**src/design/pcc_pkg.sv**
```systemverilog
// Overview of operation
// - forty-eight channel registers at 0x80 plus 4m
// - set lock discards later channel writes
// - lock also locks selected generator register
// - only power reset clears locks
// - generator zero never locked
// - channel_on bit gates channel clock
// - bits 3:0 pick source generator
package pcc_pkg;
	localparam int unsigned PCC_NUM_CH = 48;
	localparam int unsigned PCC_NUM_GEN = 16;
	localparam int unsigned PCC_ADDR_W = 12;
	localparam logic [11:0] PCC_CH_BASE = 12'h080;
	localparam logic [11:0] PCC_CH_STRIDE = 12'h004;
	localparam int unsigned PCC_LOCK_BIT = 7;
	localparam int unsigned PCC_ON_BIT = 6;
	localparam int unsigned PCC_SEL_LSB = 0;
	localparam int unsigned PCC_SEL_W = 4;
	localparam logic [7:0] PCC_CH_RESET = 8'h00;
	localparam logic [7:0] PCC_CH_WMASK = 8'hcf;
	localparam logic [3:0] PCC_GEN_UNLOCKABLE = 4'h0;
endpackage

```
**src/design/pcc_gen_lock.sv**
```systemverilog
`timescale 1ns/1ps
// per-generator lock vector built from the locked channels
module pcc_gen_lock
	import pcc_pkg::*;
#(
	parameter int unsigned NUM_CH = PCC_NUM_CH,
	parameter int unsigned NUM_GEN = PCC_NUM_GEN
) (
	input wire logic [NUM_CH-1:0] ch_lock,
	input wire logic [NUM_CH*PCC_SEL_W-1:0] ch_sel,
	output logic [NUM_GEN-1:0] gen_lock
);
	// or-reduce every locked channel onto the generator it selects
	always_comb begin
		gen_lock = '0;
		for (int c = 0; c < NUM_CH; c++) begin
			if (ch_lock[c]) begin
				gen_lock[ch_sel[c*PCC_SEL_W +: PCC_SEL_W]] = 1'b1;
			end
		end
		gen_lock[PCC_GEN_UNLOCKABLE] = 1'b0;
	end
endmodule // pcc_gen_lock

```
**src/design/pcc_channel_ctrl.sv**
```systemverilog
// Added by the designer: strobed register access.
`timescale 1ns/1ps
module pcc_channel_ctrl
	import pcc_pkg::*;
#(
	parameter int unsigned NUM_CH = PCC_NUM_CH,
	parameter int unsigned NUM_GEN = PCC_NUM_GEN
) (
	input wire logic core_clk,
	input wire logic nrst,
	input wire logic npower_rst,
	input wire logic [PCC_ADDR_W-1:0] reg_addr,
	input wire logic [31:0] reg_wdata,
	input wire logic reg_wr,
	input wire logic reg_rd,
	output logic [31:0] reg_rdata,
	output logic [NUM_CH-1:0] ch_clk_on,
	output logic [NUM_CH*PCC_SEL_W-1:0] ch_source_select,
	output logic [NUM_GEN-1:0] source_control_lock
);
	////////////////////////////////////////////////////////////////////////
	// refuse sizes that the address map or the 4-bit select cannot serve
	if (NUM_CH < 1 || NUM_CH > PCC_NUM_CH) begin : g_bad_ch
		$error("NUM_CH out of range");
	end
	if (NUM_GEN < 2 || NUM_GEN > PCC_NUM_GEN) begin : g_bad_gen
		$error("NUM_GEN out of range");
	end

	////////////////////////////////////////////////////////////////////////
	// address decode, used by write and read paths
	function automatic logic ch_hit(input logic [PCC_ADDR_W-1:0] a, input int unsigned c);
		logic [PCC_ADDR_W-1:0] target;
		target = PCC_CH_BASE + PCC_ADDR_W'(c) * PCC_CH_STRIDE;
		ch_hit = (a == target);
	endfunction

	logic [NUM_CH-1:0] lock_ff, nxt_lock;
	logic [NUM_CH-1:0] on_ff, nxt_on;
	logic [NUM_CH*PCC_SEL_W-1:0] sel_ff, nxt_sel;
	logic [31:0] rdata_ff, nxt_rdata;

	////////////////////////////////////////////////////////////////////////
	// channel fields: writes discarded once locked
	always_comb begin
		nxt_on = on_ff;
		nxt_sel = sel_ff;
		nxt_lock = lock_ff;
		for (int c = 0; c < NUM_CH; c++) begin
			if (reg_wr && ch_hit(reg_addr, c) && !lock_ff[c]) begin
				nxt_on[c] = reg_wdata[PCC_ON_BIT];
				nxt_sel[c*PCC_SEL_W +: PCC_SEL_W] =
					reg_wdata[PCC_SEL_LSB +: PCC_SEL_W];
				nxt_lock[c] = reg_wdata[PCC_LOCK_BIT];
			end
		end
		// system reset spares locked channels, else their generator lock
		// would fall away with the select field; power reset clears all
		for (int c = 0; c < NUM_CH; c++) begin
			if (!npower_rst || (!nrst && !lock_ff[c])) begin
				nxt_on[c] = 1'b0;
				nxt_sel[c*PCC_SEL_W +: PCC_SEL_W] = '0;
			end
		end
	end

	// on/select registers; both resets are folded into the next values
	always_ff @(posedge core_clk) begin
		on_ff <= nxt_on;
		sel_ff <= nxt_sel;
	end

	// lock sits on power reset only, so a system reset cannot release it
	always_ff @(posedge core_clk) begin
		if (!npower_rst) begin
			lock_ff <= '0;
		end else begin
			lock_ff <= nxt_lock;
		end
	end

	////////////////////////////////////////////////////////////////////////
	// read data one cycle after the strobe, zero elsewhere
	always_comb begin
		logic [7:0] v;
		v = PCC_CH_RESET;
		nxt_rdata = '0;
		if (reg_rd) begin
			for (int c = 0; c < NUM_CH; c++) begin
				if (ch_hit(reg_addr, c)) begin
					v = PCC_CH_RESET;
					v[PCC_LOCK_BIT] = lock_ff[c];
					v[PCC_ON_BIT] = on_ff[c];
					v[PCC_SEL_LSB +: PCC_SEL_W] = sel_ff[c*PCC_SEL_W +: PCC_SEL_W];
					nxt_rdata = {24'h000000, v & PCC_CH_WMASK};
				end
			end
		end
	end

	always_ff @(posedge core_clk) begin
		if (!nrst) begin
			rdata_ff <= '0;
		end else begin
			rdata_ff <= nxt_rdata;
		end
	end

	////////////////////////////////////////////////////////////////////////
	// outputs to clock gates and generator bank
	assign reg_rdata = rdata_ff;
	assign ch_clk_on = on_ff;
	assign ch_source_select = sel_ff;

	pcc_gen_lock #(
		.NUM_CH(NUM_CH),
		.NUM_GEN(NUM_GEN)
	) u_gen_lock (
		.ch_lock(lock_ff),
		.ch_sel(sel_ff),
		.gen_lock(source_control_lock)
	);

	////////////////////////////////////////////////////////////////////////
	// checks
	// channel 1 is one of the two channels the bench locks (1 and 2), so these see real traffic
	chk_locked_write_ignored: assert property (@(posedge core_clk)
		(reg_wr && ch_hit(reg_addr, 1) && lock_ff[1] && npower_rst) |=>
			(on_ff[1] == $past(on_ff[1]) && sel_ff[7:4] == $past(sel_ff[7:4])))
		else $error("locked channel changed");

	// a fresh lock freezes itself too
	chk_lock_takes: assert property (@(posedge core_clk)
		(reg_wr && ch_hit(reg_addr, 1) && !lock_ff[1] && npower_rst) |=>
			lock_ff[1] == $past(reg_wdata[PCC_LOCK_BIT]))
		else $error("lock bit not taken");

	// the edge on which power reset acts is excluded by the antecedent
	chk_lock_sticky: assert property (@(posedge core_clk)
		(lock_ff[1] && npower_rst) |=> lock_ff[1])
		else $error("lock released without power reset");

	// system reset alone leaves a locked channel and its generator alone
	chk_lock_through_sysrst: assert property (@(posedge core_clk)
		(!nrst && npower_rst && lock_ff[1]) |=>
			(ch_clk_on[1] == $past(ch_clk_on[1])
			&& ch_source_select[7:4] == $past(ch_source_select[7:4])))
		else $error("system reset disturbed locked channel");

	// power reset returns every field to its reset value
	chk_power_clears: assert property (@(posedge core_clk)
		!npower_rst |=> (lock_ff == '0 && on_ff == '0 && sel_ff == '0))
		else $error("power reset left state behind");

	chk_gen0_unlocked: assert property (@(posedge core_clk)
		!source_control_lock[0])
		else $error("generator zero locked");

	chk_gen_lock_follows: assert property (@(posedge core_clk)
		(lock_ff[1] && sel_ff[7:4] != 4'h0) |-> source_control_lock[sel_ff[7:4]])
		else $error("selected generator not locked");

	// an unlocked write reaches the clock gate and the select lines
	chk_write_lands: assert property (@(posedge core_clk)
		(reg_wr && ch_hit(reg_addr, 1) && !lock_ff[1] && nrst && npower_rst) |=>
			(ch_clk_on[1] == $past(reg_wdata[PCC_ON_BIT])
			&& ch_source_select[7:4] == $past(reg_wdata[PCC_SEL_W-1:0])))
		else $error("write not applied");

	// the bench never writes in a read's strobe cycle, so fields are current
	chk_read_timing: assert property (@(posedge core_clk) disable iff (!nrst)
		(reg_rd && ch_hit(reg_addr, 1)) |=>
			reg_rdata == {24'h000000, lock_ff[1], on_ff[1], 2'b00, sel_ff[7:4]})
		else $error("read data wrong");

	// addresses below the channel block decode to nothing
	chk_unmapped_read_zero: assert property (@(posedge core_clk) disable iff (!nrst)
		(reg_rd && reg_addr < PCC_CH_BASE) |=> reg_rdata == 32'h00000000)
		else $error("unmapped read not zero");
	chk_unused_zero: assert property (@(posedge core_clk) disable iff (!nrst)
		reg_rdata[31:8] == 24'h000000 && reg_rdata[5:4] == 2'b00)
		else $error("unused bits not zero");
	chk_no_read_zero: assert property (@(posedge core_clk) disable iff (!nrst)
		!reg_rd |=> reg_rdata == 32'h00000000)
		else $error("read data without strobe");
endmodule // pcc_channel_ctrl

```
**config.mk**
```make
export PLATFORM = sky130hd
export DESIGN_NAME = pcc_channel_ctrl
export DESIGN_NICKNAME = d
export VERILOG_FILES = /design/src/design/pcc_pkg.sv /design/src/design/pcc_gen_lock.sv /design/src/design/pcc_channel_ctrl.sv
export SDC_FILE = /design/constraint.sdc
export NUM_CORES = 1
export LEC_CHECK = 0
export ABC_CLOCK_PERIOD_IN_PS = 3000
export BUFFER_PORTS_ARGS = -buffer_cell sky130_fd_sc_hd__buf_2
export CORE_AREA = 3 3 238 240
export CTS_BUF_LIST = sky130_fd_sc_hd__clkbuf_8
export DETAILED_ROUTE_END_ITERATION = 6
export DIE_AREA = 0 0 241 243
export MAX_ROUTING_LAYER = met4
export PLACE_DENSITY = 0.67
export SYNTH_ARGS = -nofsm -noshare
export SYNTH_HDL_FRONTEND = slang
export SYNTH_SLANG_ARGS = --single-unit
```
**constraint.sdc**
```tcl
create_clock -name core_clk -period 3 [get_ports core_clk]
set_clock_uncertainty 0.15 [all_clocks]
set_input_delay 0.6 -clock core_clk [delete_from_list [all_inputs] [get_ports core_clk]]
set_output_delay 0.6 -clock core_clk [all_outputs]
set_load 0.005 [all_outputs]
```
==> results of run 1 <==
## per-stage QoR
step	setup slack [ns]	hold WS (ns)	TNS, ns	std cells	utilization (%)
4_1_cts	-0.5173	0.1824	-5.396	4852	63.12
3_5_place_dp	-0.8061	0.3693	-8.041	4708	56.76
3_3_place_gp	-0.7633	0.3572	-6.266	4708	56.76
2_1_floorplan	0.2793	0.3157	0	2992	-
## metal layers
layer / overflow / global-route usage, %
met1: 0 / 77.73
met2: 76 / 88.38
met3: 1 / 54.43
met4: 37 / 65.03
met5: - / -
## logic make-up after synthesis
logic type,count (synthesis)
flip-flops,294
AND/OR/NAND/NOR,1528
other,1
AO/OA/AOI/OAI,593
multiplexers,239
buffers and inverters,311
## Yosys cell counts, drive strengths merged, types with 6 or more instances
master / n / area share [%]
a21oi: 80 / 1.8
or4b: 8 / 0.40
dfxtp: 294 / 27
or4: 12 / 0.41
a32oi: 27 / 1.1
a22o: 7 / 0.28
nand4b: 6 / 0.24
clkbuf: 200 / 3.4
or3: 28 / 0.80
nor3b: 48 / 1.8
a211o: 6 / 0.24
nor4b: 8 / 0.54
buf: 76 / 2.2
o22ai: 170 / 4.9
o2111ai: 15 / 0.60
nand3: 193 / 4.4
o32ai: 9 / 0.36
nor2b: 63 / 1.8
a221o: 6 / 0.28
nor4: 80 / 2.5
nor3: 184 / 4.8
nor2: 434 / 7.5
nand2: 197 / 3.4
or3b: 6 / 0.24
a31oi: 17 / 0.49
o221ai: 8 / 0.32
o21ai: 78 / 1.8
o211ai: 15 / 0.54
nand3b: 91 / 3.1
a211oi: 17 / 0.61
o31ai: 12 / 0.41
a2111oi: 13 / 0.53
nand4: 57 / 1.6
a221oi: 9 / 0.36
inv: 35 / 0.60
a22oi: 44 / 1.5
nand2b: 77 / 2.2
and3: 12 / 0.34
o21a: 24 / 0.83
mux2i: 237 / 11
## repair_timing
item,in CTS
setup endpoints to repair,17
buffers inserted,60
pin swaps,105
gates resized for setup,470
hold buffers,0
==> impl_metrics.py, run 1 <==
metrics = {
    "outcome": {
        "status": "did not finish",
        "lastStage": "global routing (5_1_grt)",
        "firstError": "[ERROR GRT-0116] Global routing finished with congestion. Check the congestion regions in the DRC Viewer.",
    },
    "synthesis": {
        "synth_mux_area_share_pct": 11.03,
        "synth_compound_area_share_pct": 18.51,
        "synthFlopType": "dfxtp_1",
        "synth_edf_count": 0,
        "synth_xor_area_share_pct": 0,
        "async_flop_share_pct": 0,
        "ys_ff_latch": 294,
        "ys_seq_area_share_pct": 26.97,
        "synth_adder_area_share_pct": 0,
        "syn_avg_cell_area_um2": 7.357,
        "synth_top_family_by_area": "simple AND/OR/NAND/NOR gates",
        "synth_cell_types": 92,
        "syn_area_mm2": 0.02182,
        "synthSimpleGateAreaFrac_pct": 37.25,
        "netlist_instances": 2966,
        "yosysWarnings": 0,
    },
    "clock_tree": {
        "numCtsBuffers": 52,
        "cts_root_buf": "clkbuf_8",
        "cts_max_path_buffers": 3,
        "htree_levels": 2,
        "cts_sinks": 294,
    },
    "die": {
        "die_y_um": 243,
        "initial_core_util_pct": 39.77,
        "die_w_um": 241,
        "rows": 86,
        "io-pin-count": 337,
    },
    "global_route": {
        "grt_max_degree": 50,
        "grt_pass1_wl_mm": 299.5,
        "first_global_vias": 36490,
        "grt_overflow": 114,
        "grt.total_usage_pct": 74.03,
    },
    "placed_design": {
        "routabilityCongestion": 1.439,
        "placement.io_buffers": 283,
        "dpl_cell_area_mm2": 0.03115,
        "hpwlAfterDp_mm": 160.9,
    },
}
==> run 2, diff against run 1 <==
--- a/config.mk
+++ b/config.mk
@@ -7,12 +7,10 @@
 export LEC_CHECK = 0
 export ABC_CLOCK_PERIOD_IN_PS = 3000
 export BUFFER_PORTS_ARGS = -buffer_cell sky130_fd_sc_hd__buf_2
-export CORE_AREA = 3 3 238 240
-export CTS_BUF_LIST = sky130_fd_sc_hd__clkbuf_8
+export CORE_AREA = 3 3 300 302
 export DETAILED_ROUTE_END_ITERATION = 6
-export DIE_AREA = 0 0 241 243
-export MAX_ROUTING_LAYER = met4
-export PLACE_DENSITY = 0.67
+export DIE_AREA = 0 0 303 305
+export PLACE_DENSITY_LB_ADDON = 0.15
 export SYNTH_ARGS = -nofsm -noshare
 export SYNTH_HDL_FRONTEND = slang
 export SYNTH_SLANG_ARGS = --single-unit
==> impl_metrics.py, run 2 <==
metrics = {
    "power_and_ir_drop": {
        "p_leak_nw": 17.61,
        "p_per_area_mw_per_mm2": 247.5,
        "vdd_drop_max_mv": 0.4049,
        "power_mw": 9.713,
    },
    "synthesis": {
        "ys_ff_latch": 294,
        "yosysMostFrequentCell": "nor2_1",
        "ys_seq_area_share_pct": 26.97,
        "syn_avg_cell_area_um2": 7.357,
        "async_flop_share_pct": 0,
        "yosysTopAreaCellShare_pct": 26.97,
        "synth_edf_count": 0,
        "syn_area_mm2": 0.02182,
        "synth_cell_types": 92,
        "synth_area_leaders": "dfxtp_1 (27%), mux2i_1 (11%), nor2_1 (7.4%)",
        "yosysTopAreaCell": "dfxtp_1",
        "synthFlopType": "dfxtp_1",
        "synth_common_cells": "nor2_1 (433), dfxtp_1 (294), mux2i_1 (237)",
        "yosysWarnings": 0,
        "netlist_instances": 2966,
    },
    "timing": {
        "worstMarginPinSlew_ns": 1.032,
        "maxSlewViolCount": 0,
        "finalHoldViolCount": 0,
        "setup_viol": 18,
        "slew-limit-headroom_pct": 30.26,
        "max_freq_mhz": 276.4,
        "grt_setup_unrepaired": "true",
        "post-route-period-util_pct": 120.6,
        "layout_setup_ws_ns": -0.6177,
        "fin_crit_ns": 3.618,
    },
    "global_route": {
        "grt.total_usage_pct": 46.93,
        "top_usage_layer": "met2",
        "antenna_found_initial": 15,
        "grt_max_degree": 50,
        "first_global_vias": 31620,
        "gr-usage-met3_pct": 13.66,
        "grt_overflow": 0,
        "grt_pass1_wl_mm": 291.4,
        "use_met2_pct": 66.93,
        "gr-usage-met1_pct": 58.55,
    },
    "layout": {
        "stdcell_area_mm2": 0.03924,
        "drive_above_1_share_pct": 49.74,
        "final_cells": 5577,
        "synthToLayoutAreaGrowth_pct": 79.82,
        "final_common_cell": "buf_4",
        "final_cell_mix": "buf_4 (1112), nor2_1 (412), buf_2 (273)",
        "largest_reg_flops": 192,
        "nets": 4419,
    },
    "die": {
        "initial_core_util_pct": 24.81,
        "io-pin-count": 337,
        "dieArea_mm2": 0.09242,
        "die_y_um": 305,
        "core_mm2": 0.08797,
        "die_w_um": 303,
        "rows": 109,
    },
    "placed_design": {
        "dpl_cell_area_mm2": 0.03422,
        "dp.cells": 5408,
        "hpwlAfterDp_mm": 189.1,
        "placement.io_buffers": 283,
        "routabilityCongestion": 1.177,
    },
    "clock_tree": {
        "cts_tree": "built",
        "numCtsBuffers": 38,
        "cts_max_path_buffers": 3,
        "cts_root_buf": "clkbuf_16",
        "cts_sinks": 294,
        "htree_levels": 2,
        "holdBufCountCts": 0,
        "cts.clk_slew.worst_paths_ns": 0.06,
        "clk_latency_ns": 0.61,
    },
    "worst_setup_path": {
        "reg2reg_slack_ns": 0.05,
        "crit_chain": "inv_1, nor2_1, a32oi_2, buf_4, nand2_1, nor3_2, nand4_1, or4_4, buf_6",
        "crit_path_end_kind": "output port",
        "critPathTopFamily": "simple AND/OR/NAND/NOR gates",
        "worst_ep_arrival_time_ns": 2.87,
        "critical-path-slowest-cell": "or4_4",
        "regToRegStartpoint": "ch_source_select[113]",
        "worstPathRequired_ns": 2.25,
        "path_max_fanout": 2,
        "worstSetupPathType": "flip-flop to output port",
        "r2r_end": "reg_rdata[1]",
        "worstRegToRegCells": 12,
        "crit_buf_inv": 3,
        "startpoint_type": "flip-flop",
        "slowest_delay_ns": 0.60,
    },
    "routing": {
        "ant_nets": 0,
        "vias": 33630,
        "dr.pass1.iters": 6,
        "drc_errors": 0,
        "wl_mm": 225.0,
        "drt_iter0_markers": 4352,
        "wire_per_inst_um": 40.35,
        "via_per_inst": 6.029,
    },
    "min_path": {
        "hold_class": "input pin to flip-flop",
        "worstHoldPathCells": 3,
        "hold-path-endpoint": "lock_ff[25]",
        "hold_path.startpoint": "npower_rst",
    },
    "flow_run": {
        "max_cap_violations": 0,
    },
    "outcome": {
        "violations": "negative setup slack",
        "status": "finished with violations",
    },
}
[run 2: cell counts after synthesis]
Identical to the previous run, type by type.
[run 2: logic make-up (layout without fill, tap and decap cells)]
family | Yosys count | after routing | share of synthesized area (%)
AO/OA/AOI/OAI | 593 | 593 | 18.51
buffers and inverters | 311 | 1718 | 6.227
flip-flops | 294 | 294 | 26.97
multiplexers | 239 | 239 | 11.03
other | 1 | 40 | 0.01718
AND/OR/NAND/NOR | 1528 | 1528 | 37.25
[run 2: metrics by stage]
stage	hold WS, ns	utilization [%]	TNS, ns	setup WS (ns)
after floorplan	0.3157	-	0	0.2793
after global placement	0.3635	38.90	-15.69	-1.277
after detailed placement	0.3782	38.90	-16.09	-1.128
after CTS	0.3004	42.88	-5.791	-0.6112
after global routing	0.3301	44.57	-6.081	-0.5639
final	0.3157	44.61	-6.367	-0.6177
[run 2: layout make-up]
type	instances	area, um^2
tap	1165	1458
clock inverter	12	198.9
fill	9156	48730
multi-input combinational	2387	16760
timing repair buffer	1614	13340
clock buffer	57	1166
inverter	35	137.6
antenna	13	32.53
sequential	294	6147
[run 2: worst max-delay path by stage]
stage,startpoint,endpoint,depth (start not counted)
floorplan,reg_addr[3],reg_rdata[6],9
global placement,reg_addr[4],reg_rdata[3],13
detailed placement,reg_addr[4],reg_rdata[3],13
CTS,ch_source_select[174],source_control_lock[8],7
global route,ch_source_select[174],source_control_lock[8],7
finish,ch_source_select[127],source_control_lock[8],9
[run 2: metal layers]
| metal | wire (um) | part of all wire [%] | up-vias |
|---|---|---|---|
| met3 | 23540 | 10 | 715 |
| met5 | 34 | 0.015 | - |
| met1 | 88320 | 39 | 16660 |
| met2 | 90960 | 40 | 2371 |
| li1 | - | - | 13880 |
| met4 | 22190 | 9.9 | 6 |
[run 2: power breakdown]
part	internal, mW	switching, mW	total, mW
Clock	3.12	2.00	5.11
Combinational	0.228	0.501	0.728
Sequential	3.87	0.000457	3.87
[run 2: worst register-to-register path, stage by stage (launching register included)]
cell,delay [ns]
dfxtp_2,0.34
buf_4,0.14
buf_4,0.17
mux2_2,0.28
nand3_1,0.13
buf_12,0.14
o31ai_1,0.07
a221oi_1,0.25
buf_4,0.28
nand4_1,0.24
a211oi_2,0.31
buf_4,0.23
o22ai_1,0.10
[run 2: repair_timing]
item	4_1_cts	5_1_grt
gates resized for setup	440	275
gates cloned	0	1
setup buffers	57	47
pin swaps	95	82
setup endpoints to repair	19	20
(Power assumes the default switching activity.)
==> run 3, diff against run 2 <==
--- a/config.mk
+++ b/config.mk
@@ -7,9 +7,9 @@
 export LEC_CHECK = 0
 export ABC_CLOCK_PERIOD_IN_PS = 3000
 export BUFFER_PORTS_ARGS = -buffer_cell sky130_fd_sc_hd__buf_2
-export CORE_AREA = 3 3 300 302
+export CORE_AREA = 3 3 206 208
 export DETAILED_ROUTE_END_ITERATION = 6
-export DIE_AREA = 0 0 303 305
+export DIE_AREA = 0 0 209 211
 export PLACE_DENSITY_LB_ADDON = 0.15
 export SYNTH_ARGS = -nofsm -noshare
 export SYNTH_HDL_FRONTEND = slang
==> impl_metrics.py, run 3 <==
metrics = {
    "synthesis": {
        "synth_cell_types": 92,
        "syn_avg_cell_area_um2": 7.357,
        "yosysTopAreaCellShare_pct": 26.97,
        "yosysTopAreaCell": "dfxtp_1",
        "ys_ff_latch": 294,
        "synthFlopType": "dfxtp_1",
        "yosysMostFrequentCell": "nor2_1",
        "synth_edf_count": 0,
        "synth_common_cells": "nor2_1 (433), dfxtp_1 (294), mux2i_1 (237)",
        "ys_seq_area_share_pct": 26.97,
        "syn_area_mm2": 0.02182,
        "netlist_instances": 2966,
        "yosysWarnings": 0,
        "async_flop_share_pct": 0,
        "synth_area_leaders": "dfxtp_1 (27%), mux2i_1 (11%), nor2_1 (7.4%)",
    },
    "die": {
        "io-pin-count": 337,
        "rows": 74,
        "die_w_um": 209,
        "initial_core_util_pct": 53.57,
        "die_y_um": 211,
    },
    "global_route": {
        "grt.total_usage_pct": 80.34,
        "grt_pass1_wl_mm": 264.5,
        "first_global_vias": 35080,
        "grt_max_degree": 97,
        "grt_overflow": 604,
    },
    "placed_design": {
        "placement.io_buffers": 283,
        "dpl_cell_area_mm2": 0.02779,
        "hpwlAfterDp_mm": 111.1,
        "dp.cells": 4156,
        "routabilityCongestion": 2.001,
    },
    "clock_tree": {
        "cts_sinks": 294,
        "htree_levels": 1,
        "cts_max_path_buffers": 3,
        "cts_root_buf": "clkbuf_16",
        "numCtsBuffers": 31,
        "holdBufCountCts": 0,
    },
    "outcome": {
        "firstError": "[ERROR GRT-0116] Global routing finished with congestion. Check the congestion regions in the DRC Viewer.",
        "lastStage": "global routing (5_1_grt)",
        "status": "did not finish",
    },
}
==> run 3: layer usage <==
metal	global-route usage [%]	GRT overflow
met5	48.28	9
met4	72.03	193
met3	71.83	53
met2	92.72	293
met1	81.55	56
==> run 3: cell families after synthesis <==
| group | Yosys count | share of synthesized area (%) |
|---|---|---|
| AOI/OAI and AO/OA | 593 | 18.51 |
| muxes | 239 | 11.03 |
| and+or+nand+nor | 1528 | 37.25 |
| DFF | 294 | 26.97 |
| buffers and inverters | 311 | 6.227 |
| other | 1 | 0.01718 |
==> run 3: through the flow <==
step           worst slack [ns]  hold slack (ns)
3_5_place_dp            -0.8500           0.3686
4_1_cts                 -0.3689           0.2950
3_3_place_gp            -0.9791           0.3440
2_1_floorplan            0.2793           0.3157
==> run 3: timing repair <==
action,in CTS
hold endpoints to repair,0
gates resized for setup,414
endpoints found under the setup margin,19
pin swaps,61
buffers inserted,59
